==> config.mk <==
export PLATFORM = sky130hd
export DESIGN_NAME = afr_regfile
export DESIGN_NICKNAME = d
export VERILOG_FILES = /design/src/hw/afr_pkg.sv /design/src/hw/afr_cfg_engine.sv /design/src/hw/afr_regfile.sv
export SDC_FILE = /design/constraint.sdc
export NUM_CORES = 1
export LEC_CHECK = 0
export BUFFER_PORTS_ARGS = -buffer_cell sky130_fd_sc_hd__buf_2
export CAP_MARGIN = 15
export CORE_UTILIZATION = 50
export CTS_CLUSTER_DIAMETER = 80
export CTS_CLUSTER_SIZE = 30
export DETAILED_ROUTE_END_ITERATION = 12
export GPL_ROUTABILITY_DRIVEN = 0
export PLACE_DENSITY = 0.8
export SETUP_SLACK_MARGIN = 0.2
export SKIP_LAST_GASP = 1
export SLEW_MARGIN = 20
export SYNTH_ARGS = -nofsm -noshare
export SYNTH_HDL_FRONTEND = slang
export SYNTH_HIERARCHICAL = 1
export SYNTH_SLANG_ARGS = --single-unit
==> constraint.sdc <==
create_clock -name sys_clk -period 5.5 [get_ports sys_clk]
set_clock_uncertainty 0.2 [all_clocks]
set_input_delay 0.55 -clock sys_clk [delete_from_list [all_inputs] [get_ports sys_clk]]
set_output_delay 0.55 -clock sys_clk [all_outputs]
set_load 0.01 [all_outputs]
==> src/hw/afr_pkg.sv <==
package afr_pkg;

   localparam int AFR_AW     = 5;
   localparam int AFR_DW     = 16;
   localparam int AFR_SLOTS  = 5;
   localparam int AFR_SAW    = 22;

   // sub-addresses
   localparam logic [4:0] ADR_LANES   = 5'h00;
   localparam logic [4:0] ADR_CHANS   = 5'h01;
   localparam logic [4:0] ADR_PAYEN   = 5'h02;
   localparam logic [4:0] ADR_ALIGN   = 5'h03;
   localparam logic [4:0] ADR_TEMP    = 5'h04;
   localparam logic [4:0] ADR_SUPPLY  = 5'h05;
   localparam logic [4:0] ADR_OPCTL   = 5'h06;
   localparam logic [4:0] ADR_BLOCK   = 5'h07;
   localparam logic [4:0] ADR_SWDATA  = 5'h08;
   localparam logic [4:0] ADR_ADDRLO  = 5'h09;
   localparam logic [4:0] ADR_ADDRHI  = 5'h0A;
   localparam logic [4:0] ADR_SRDATA  = 5'h0B;
   localparam logic [4:0] ADR_IDLE    = 5'h11;

   // writable bit masks and register reset value
   localparam logic [15:0] MASK_PAYEN  = 16'h5540;
   localparam logic [15:0] MASK_ALIGN  = 16'h000A;
   localparam logic [15:0] MASK_OPCTL  = 16'h07F8;
   localparam logic [15:0] MASK_BLOCK  = 16'h03FF;
   localparam logic [15:0] MASK_FULL   = 16'hFFFF;
   localparam logic [15:0] MASK_ADDRHI = 16'hC03F;
   localparam logic [15:0] RST_REG     = 16'h0000;

   // field positions
   localparam int PAYEN_LSB  = 6;
   localparam int CHUP_LSB   = 12;
   localparam int ALLUP_BIT  = 1;
   localparam int LASTUP_BIT = 0;
   localparam int ALIGN_BIT  = 3;
   localparam int INIT_BIT   = 1;
   localparam int TGT_LSB    = 9;
   localparam int TGT_MSB    = 10;
   localparam int EXEC_BIT   = 8;
   localparam int SRSEL_BIT  = 7;
   localparam int OPC_LSB    = 3;
   localparam int OPC_MSB    = 6;
   localparam int BLK_MSB    = 9;
   localparam int SWR_BIT    = 15;
   localparam int SRD_BIT    = 14;
   localparam int AHI_MSB    = 5;
   localparam int IDLE_BIT   = 15;

   localparam logic [3:0] OPC_LAST   = 4'hB;
   localparam logic [3:0] OPC_GROUP  = 4'h3;

   typedef enum logic [1:0] {
      AFR_PROGRAM,
      AFR_READBACK,
      AFR_IDENT,
      AFR_ERASE
   } afr_rom_kind_t;

   typedef struct packed {
      afr_rom_kind_t kind;
      logic [1:0]    op_fpga;
      logic [1:0]    sel_fpga;
      logic [9:0]    block;
   } afr_rom_cmd_t;

   typedef struct packed {
      logic          write;
      logic [21:0]   addr;
      logic [15:0]   data;
   } afr_sram_cmd_t;

endpackage

==> src/hw/afr_cfg_engine.sv <==
`timescale 1ns/10ps
module afr_cfg_engine
   import afr_pkg::*;
(
   // clock and reset
   input  wire logic          sys_clk,
   input  wire logic          srst,
   // launch requests
   input  wire logic          exec_go,
   input  wire logic [3:0]    opcode,
   input  wire logic [1:0]    sel_fpga,
   input  wire logic [9:0]    block,
   input  wire logic          sram_wr_go,
   input  wire logic          sram_rd_go,
   input  wire logic [21:0]   sram_addr,
   input  wire logic [15:0]   sram_wdata,
   // rom controller
   output afr_rom_cmd_t       rom_cmd,
   output logic               rom_valid,
   input  wire logic          rom_done,
   // sram controller
   output afr_sram_cmd_t      sram_cmd,
   output logic               sram_valid,
   input  wire logic          sram_ack,
   input  wire logic [15:0]   sram_rdata,
   // status
   output logic [15:0]        rd_data,
   output logic               idle
);

   typedef enum logic [1:0] {ST_IDLE, ST_ROM, ST_SRAM} afr_eng_st_t;

   afr_eng_st_t   st_q;
   afr_eng_st_t   st_d;
   afr_rom_cmd_t  rom_q;
   afr_sram_cmd_t sram_q;
   logic [15:0]   rd_q;
   logic          rom_v_q;
   logic          sram_v_q;

   wire logic       opc_ok  = (opcode <= OPC_LAST);
   wire logic       rom_go  = exec_go && opc_ok;
   wire logic       mem_go  = sram_wr_go || sram_rd_go;
   wire logic [3:0] grp     = opcode / OPC_GROUP;
   wire logic [3:0] tgt     = opcode % OPC_GROUP;

   always_comb
   begin
      st_d = st_q;
      case (st_q)
         ST_IDLE:
         begin
            if (rom_go)
               st_d = ST_ROM;
            else if (mem_go)
               st_d = ST_SRAM;
         end
         ST_ROM:
         begin
            if (rom_done)
               st_d = ST_IDLE;
         end
         ST_SRAM:
         begin
            if (sram_ack)
               st_d = ST_IDLE;
         end
         default:
            st_d = ST_IDLE;
      endcase
   end

   always_ff @(posedge sys_clk)
   begin
      if (srst)
      begin
         st_q     <= ST_IDLE;
         rom_q    <= '0;
         sram_q   <= '0;
         rd_q     <= RST_REG;
         rom_v_q  <= 1'b0;
         sram_v_q <= 1'b0;
      end
      else
      begin
         st_q     <= st_d;
         rom_v_q  <= (st_q == ST_IDLE) && rom_go;
         sram_v_q <= (st_q == ST_IDLE) && !rom_go && mem_go;
         if ((st_q == ST_IDLE) && rom_go)
         begin
            rom_q.kind     <= afr_rom_kind_t'(grp[1:0]);
            rom_q.op_fpga  <= tgt[1:0];
            rom_q.sel_fpga <= sel_fpga;
            rom_q.block    <= block;
         end
         if ((st_q == ST_IDLE) && !rom_go && mem_go)
         begin
            sram_q.write <= sram_wr_go;
            sram_q.addr  <= sram_addr;
            sram_q.data  <= sram_wdata;
         end
         if ((st_q == ST_SRAM) && sram_ack && !sram_q.write)
            rd_q <= sram_rdata;
      end
   end

   assign rom_cmd    = rom_q;
   assign rom_valid  = rom_v_q;
   assign sram_cmd   = sram_q;
   assign sram_valid = sram_v_q;
   assign rd_data    = rd_q;
   assign idle       = (st_q == ST_IDLE);

endmodule

==> src/hw/afr_regfile.sv <==
`timescale 1ns/10ps
module afr_regfile
   import afr_pkg::*;
#(
   parameter logic [14:0] FW_VERSION = 15'h0001  // arbitrary value
)
(
   // clock and reset
   input  wire logic                 sys_clk,
   input  wire logic                 srst,
   // register access from the serial bus decoder
   input  wire logic                 reg_wr,
   input  wire logic                 reg_rd,
   input  wire logic [AFR_AW-1:0]    reg_addr,
   input  wire logic [AFR_DW-1:0]    reg_wdata,
   output logic [AFR_DW-1:0]         reg_rdata,
   // transceiver status, asynchronous
   input  wire logic [2*AFR_SLOTS-1:0] lane_up,
   input  wire logic [AFR_SLOTS-1:0] chan_up,
   // monitor words
   input  wire logic [AFR_DW-1:0]    die_temp,
   input  wire logic [AFR_DW-1:0]    supply_mon,
   // control outputs
   output logic [AFR_SLOTS-1:0]      payload_en,
   output logic                      align_en,
   output logic                      xcvr_init,
   output logic                      sram_wr_sel,
   // rom controller
   output afr_rom_cmd_t              rom_cmd,
   output logic                      rom_valid,
   input  wire logic                 rom_done,
   // sram controller
   output afr_sram_cmd_t             sram_cmd,
   output logic                      sram_valid,
   input  wire logic                 sram_ack,
   input  wire logic [AFR_DW-1:0]    sram_rdata
);

   // configuration registers and read data
   logic [15:0] payen_q;
   logic [15:0] align_q;
   logic [15:0] opctl_q;
   logic [15:0] block_q;
   logic [15:0] swdata_q;
   logic [15:0] addrlo_q;
   logic [15:0] addrhi_q;
   logic [15:0] rdata_q;
   logic [15:0] rdata_d;

   // edge history
   logic        exec_prev_q;
   logic        swr_prev_q;
   logic        srd_prev_q;

   // synchronisers
   logic [2*AFR_SLOTS-1:0] lane_s1_q;
   logic [2*AFR_SLOTS-1:0] lane_s2_q;
   logic [AFR_SLOTS-1:0]   chan_s1_q;
   logic [AFR_SLOTS-1:0]   chan_s2_q;

   // engine results
   logic [15:0] eng_rd;
   logic        eng_idle;

   // write decode
   wire logic wr_payen  = reg_wr && (reg_addr == ADR_PAYEN);
   wire logic wr_align  = reg_wr && (reg_addr == ADR_ALIGN);
   wire logic wr_opctl  = reg_wr && (reg_addr == ADR_OPCTL);
   wire logic wr_block  = reg_wr && (reg_addr == ADR_BLOCK);
   wire logic wr_swdata = reg_wr && (reg_addr == ADR_SWDATA);
   wire logic wr_addrlo = reg_wr && (reg_addr == ADR_ADDRLO);
   wire logic wr_addrhi = reg_wr && (reg_addr == ADR_ADDRHI);

   // status words
   logic [15:0] stat_lanes;
   logic [15:0] stat_chans;
   logic [15:0] stat_idle;

   always_comb
   begin
      stat_lanes = '0;
      stat_lanes[2*AFR_SLOTS-1:0] = lane_s2_q;
      stat_lanes[CHUP_LSB +: AFR_SLOTS-1] = chan_s2_q[AFR_SLOTS-2:0];
      stat_chans = '0;
      stat_chans[ALLUP_BIT]  = &chan_s2_q;
      stat_chans[LASTUP_BIT] = chan_s2_q[AFR_SLOTS-1];
      stat_idle  = {eng_idle, FW_VERSION};
   end

   // slot enables, one per payload
   genvar gi;
   generate
      for (gi = 0; gi < AFR_SLOTS; gi++)
      begin : g_payen
         assign payload_en[gi] = payen_q[PAYEN_LSB + 2*gi];
      end
   endgenerate

   // read mux, unmapped and undefined read as zero
   always_comb
   begin
      case (reg_addr)
         ADR_LANES:  rdata_d = stat_lanes;
         ADR_CHANS:  rdata_d = stat_chans;
         ADR_PAYEN:  rdata_d = payen_q;
         ADR_ALIGN:  rdata_d = align_q;
         ADR_TEMP:   rdata_d = die_temp;
         ADR_SUPPLY: rdata_d = supply_mon;
         ADR_OPCTL:  rdata_d = opctl_q;
         ADR_BLOCK:  rdata_d = block_q;
         ADR_SWDATA: rdata_d = swdata_q;
         ADR_ADDRLO: rdata_d = addrlo_q;
         ADR_ADDRHI: rdata_d = addrhi_q;
         ADR_SRDATA: rdata_d = eng_rd;
         ADR_IDLE:   rdata_d = stat_idle;
         default:    rdata_d = RST_REG;
      endcase
   end

   // register writes, undefined bits masked off
   always_ff @(posedge sys_clk)
   begin
      if (srst)
      begin
         payen_q  <= RST_REG;
         align_q  <= RST_REG;
         opctl_q  <= RST_REG;
         block_q  <= RST_REG;
         swdata_q <= RST_REG;
         addrlo_q <= RST_REG;
         addrhi_q <= RST_REG;
      end
      else
      begin
         if (wr_payen)
            payen_q <= reg_wdata & MASK_PAYEN;
         if (wr_align)
            align_q <= reg_wdata & MASK_ALIGN;
         if (wr_opctl)
            opctl_q <= reg_wdata & MASK_OPCTL;
         if (wr_block)
            block_q <= reg_wdata & MASK_BLOCK;
         if (wr_swdata)
            swdata_q <= reg_wdata & MASK_FULL;
         if (wr_addrlo)
            addrlo_q <= reg_wdata & MASK_FULL;
         if (wr_addrhi)
            addrhi_q <= reg_wdata & MASK_ADDRHI;
      end
   end

   // read data and edge history
   always_ff @(posedge sys_clk)
   begin
      if (srst)
      begin
         rdata_q     <= RST_REG;
         exec_prev_q <= 1'b0;
         swr_prev_q  <= 1'b0;
         srd_prev_q  <= 1'b0;
      end
      else
      begin
         if (reg_rd)
            rdata_q <= rdata_d;
         exec_prev_q <= opctl_q[EXEC_BIT];
         swr_prev_q  <= addrhi_q[SWR_BIT];
         srd_prev_q  <= addrhi_q[SRD_BIT];
      end
   end

   // two-flop synchronisers for transceiver status
   always_ff @(posedge sys_clk)
   begin
      if (srst)
      begin
         lane_s1_q <= '0;
         lane_s2_q <= '0;
         chan_s1_q <= '0;
         chan_s2_q <= '0;
      end
      else
      begin
         lane_s1_q <= lane_up;
         lane_s2_q <= lane_s1_q;
         chan_s1_q <= chan_up;
         chan_s2_q <= chan_s1_q;
      end
   end

   // rising edge launches
   wire logic exec_go    = opctl_q[EXEC_BIT] && !exec_prev_q;
   wire logic sram_wr_go = addrhi_q[SWR_BIT] && !swr_prev_q;
   wire logic sram_rd_go = addrhi_q[SRD_BIT] && !srd_prev_q;

   wire logic [21:0] sram_addr = {addrhi_q[AHI_MSB:0], addrlo_q};

   afr_cfg_engine u_engine (
      .sys_clk    (sys_clk),
      .srst       (srst),
      .exec_go    (exec_go),
      .opcode     (opctl_q[OPC_MSB:OPC_LSB]),
      .sel_fpga   (opctl_q[TGT_MSB:TGT_LSB]),
      .block      (block_q[BLK_MSB:0]),
      .sram_wr_go (sram_wr_go),
      .sram_rd_go (sram_rd_go),
      .sram_addr  (sram_addr),
      .sram_wdata (swdata_q),
      .rom_cmd    (rom_cmd),
      .rom_valid  (rom_valid),
      .rom_done   (rom_done),
      .sram_cmd   (sram_cmd),
      .sram_valid (sram_valid),
      .sram_ack   (sram_ack),
      .sram_rdata (sram_rdata),
      .rd_data    (eng_rd),
      .idle       (eng_idle)
   );

   // control outputs and read data
   assign align_en    = align_q[ALIGN_BIT];
   assign xcvr_init   = align_q[INIT_BIT];
   assign sram_wr_sel = opctl_q[SRSEL_BIT];
   assign reg_rdata   = rdata_q;

endmodule

==> results.json <==
{
  "rrSetupSlack_ns": 3.10,
  "synth_seq_cells": 189,
  "cp_slowest_cell": "buf_2",
  "nets": 1127,
  "cts_root_buf": "clkbuf_16",
  "drtAntennaViolNets": 0,
  "die_h_um": 127,
  "synth_warnings": 6,
  "dpl-instance-area_sq_um": 8590,
  "worstSetupStartpoint": "reg_addr[0]",
  "synthToLayoutAreaGrowth_pct": 18.0,
  "cts_tree": "done",
  "htree_num_levels": 4,
  "maxCapViolCount": 0,
  "dp_slack_ns": 2.36,
  "r2r-end": "u_engine/rom_cmd[14]$_SDFFE_PP0P_",
  "holdCritPathClass": "primary input to flop",
  "reg2reg_depth": 9,
  "final_cell_mix": "nand2_1, dfxtp_1, buf_2",
  "status": "completed",
  "totalWireLength_mm": 23.3,
  "worst_slack_ns": 2.73,
  "yosysSeqAreaShare_pct": 48.5,
  "grt_pass1_vias": 6685,
  "cpLargestDelayFamily": "simple AND/OR/NAND/NOR gates",
  "die_x_um": 127,
  "whs_ns": 0.123,
  "firstDrtPassIters": 5,
  "final_common_cell": "nand2_1",
  "hold_violations": 0,
  "io_buffers": 170,
  "crit_end": "addrlo_q[14]$_SDFFE_PP0P_",
  "syn_nets": 1001,
  "cp_max_fo": 33,
  "io_pins": 171,
  "initial_core_util_pct": 51.3,
  "r2r-start": "opctl_q[5]$_SDFFE_PP0P_",
  "dp_hpwl_mm": 16.6,
  "fin_crit_ns": 2.77,
  "async_flop_share_pct": 0,
  "power_mw": 2.81,
  "coreArea_sq_um": 15200,
  "cts_buffers": 17,
  "synth_flop_cell": "dfxtp_1",
  "arrival_ns": 2.84,
  "synth_edf_count": 0,
  "ir_drop_v": 0.000208,
  "tightestPinTransition_ns": 1.05,
  "vias": 7293,
  "fin_crit_sh_pct": 50.3,
  "path_cells": "buf_2, nand2b_1, nor2_4, nand2_1, nand2_1, a21oi_1",
  "max-clock-path-buffers": 2,
  "synthDominantCellAreaShare_pct": 48.5,
  "startpoint_type": "primary input",
  "synth_area_sq_um": 7790,
  "synthTopCellsByArea": "dfxtp_1, nand2_1, a21oi_1",
  "n_antenna_cell": 0,
  "avgRoutedWirePerCell_um": 18.9,
  "remaining_drc_errors": 0,
  "cellLeakagePower_nw": 3.43,
  "vias_per_cell": 5.91,
  "setup_tns_ns": 0,
  "cts.sinks": 189,
  "die_area_sq_um": 16100,
  "clk_latency_ns": 0.43,
  "rows": 45,
  "cp_slowest_stage_delay_ns": 0.60,
  "synth.distinct_cells": 63,
  "grt_usage_pct": 28.9,
  "final_area_sq_um": 9200,
  "drive_gt1_share_pct": 22.2,
  "crit_cells": 6,
  "antenna_found_initial": 0,
  "max_freq_mhz": 361,
  "post_cts_buffers": 0,
  "crit_required_ns": 5.57,
  "cp-end-kind": "flop",
  "avgSynthCellArea_sq_um": 8.58,
  "grt-ovfl-total": 0,
  "path_buf_inv": 1,
  "setup_viol": 0,
  "synth_largest_area_cell": "dfxtp_1",
  "grt_start_max_net_pins": 147,
  "worstSetupPathType": "primary input to flop",
  "finalMaxSlewViolations": 0,
  "syn-instance-count": 908,
  "grt_pass1_wl_mm": 35.8,
  "rsz0062_at_grt": "false",
  "drt_first_iter_violations": 876,
  "crit_top_cell": "nand2_1",
  "cts-hold-fix-buffers": 0,
  "post_cts_resized": 0,
  "timing.slew.headroom_pct": 30.2,
  "p_per_area_nw_per_um2": 306,
  "path_clk_slew_ns": 0.07
}
## worst min path at each step
stage / start / end / slack, ns / cells after the start
2_1_floorplan: chan_s1_q[0]$_SDFF_PP0_ / chan_s2_q[0]$_SDFF_PP0_ / 0.21 / 1
3_3_place_gp: lane_s1_q[4]$_SDFF_PP0_ / lane_s2_q[4]$_SDFF_PP0_ / 0.22 / 1
3_5_place_dp: lane_s1_q[3]$_SDFF_PP0_ / lane_s2_q[3]$_SDFF_PP0_ / 0.22 / 1
4_1_cts: lane_up[4] / lane_s1_q[4]$_SDFF_PP0_ / 0.12 / 2
5_1_grt: lane_up[7] / lane_s1_q[7]$_SDFF_PP0_ / 0.12 / 2
6_report: chan_up[3] / chan_s1_q[3]$_SDFF_PP0_ / 0.12 / 2
## power breakdown
part | switching (mW) | internal [mW]
clock network | 0.532 | 0.733
logic | 0.101 | 0.0526
registers | 0.00903 | 1.38
total | 0.642 | 2.17
## flip-flops by register name, indices dropped and copies added, names as in the netlist, 8 cells and up
register           cells
addrhi_q               8
u_engine/rom_cmd      16
swdata_q              16
u_engine/sram_cmd     39
addrlo_q              16
u_engine/rd_data      16
reg_rdata             16
lane_s1_q             10
block_q               10
opctl_q                8
lane_s2_q             10
## worst register-to-register path, stage by stage, from the launching register on
cell	delay, ns
dfxtp_1	0.53
nor2b_1	0.22
ha_1	0.16
inv_1	0.04
ha_1	0.22
xnor2_1	0.15
and2_1	0.17
ha_1	0.21
a21oi_1	0.23
a211oi_1	0.11
## through the flow
stage	instances	util, %
3_3_place_gp	1203	56.5
2_1_floorplan	908	-
5_1_grt	1235	60.5
4_1_cts	1235	60.5
3_5_place_dp	1203	56.5
6_report	1235	60.5
## layout make-up
class | instances | area, sq um
multi-input combinational | 646 | 3670
timing repair buffer | 173 | 880
clock buffer | 20 | 447
fill | 1360 | 6000
inverter | 7 | 26.3
clock inverter | 12 | 159
tap | 188 | 235
sequential | 189 | 3780
## layer usage
metal | global-route usage, % | routed length [um]
met1 | 38.8 | 9660
met5 | 0 | 0
met2 | 44.1 | 10300
met4 | 12.7 | 887
met3 | 7.09 | 2470
## cell families (layout without fill, tap and decap cells)
family,count (synthesis),count (layout),synth area share [%]
xor+xnor,1,1,0.112
fa+ha+maj,3,3,0.482
buf+inv,73,212,4.40
mux,34,34,4.67
simple gates,393,393,24.6
compound gates,215,215,17.2
flops,189,189,48.5
## cell usage after synthesis, types with 6 or more instances
cell type  instances
and3_1             6
a21oi_1          125
nand2_1          195
buf_2             17
nor3_1             8
a211oi_1           8
nor4_1             6
clkbuf_1          35
mux2_2             9
a22oi_1           15
a311oi_1           6
mux2i_1           24
nor2_1            37
nand3_1           47
o21ai_0            9
a22o_1             9
dfxtp_1          189
a31oi_1            8
nor2b_1           49
buf_4              8
a221oi_1           8
inv_1              7
(Power assumes the default switching activity.)
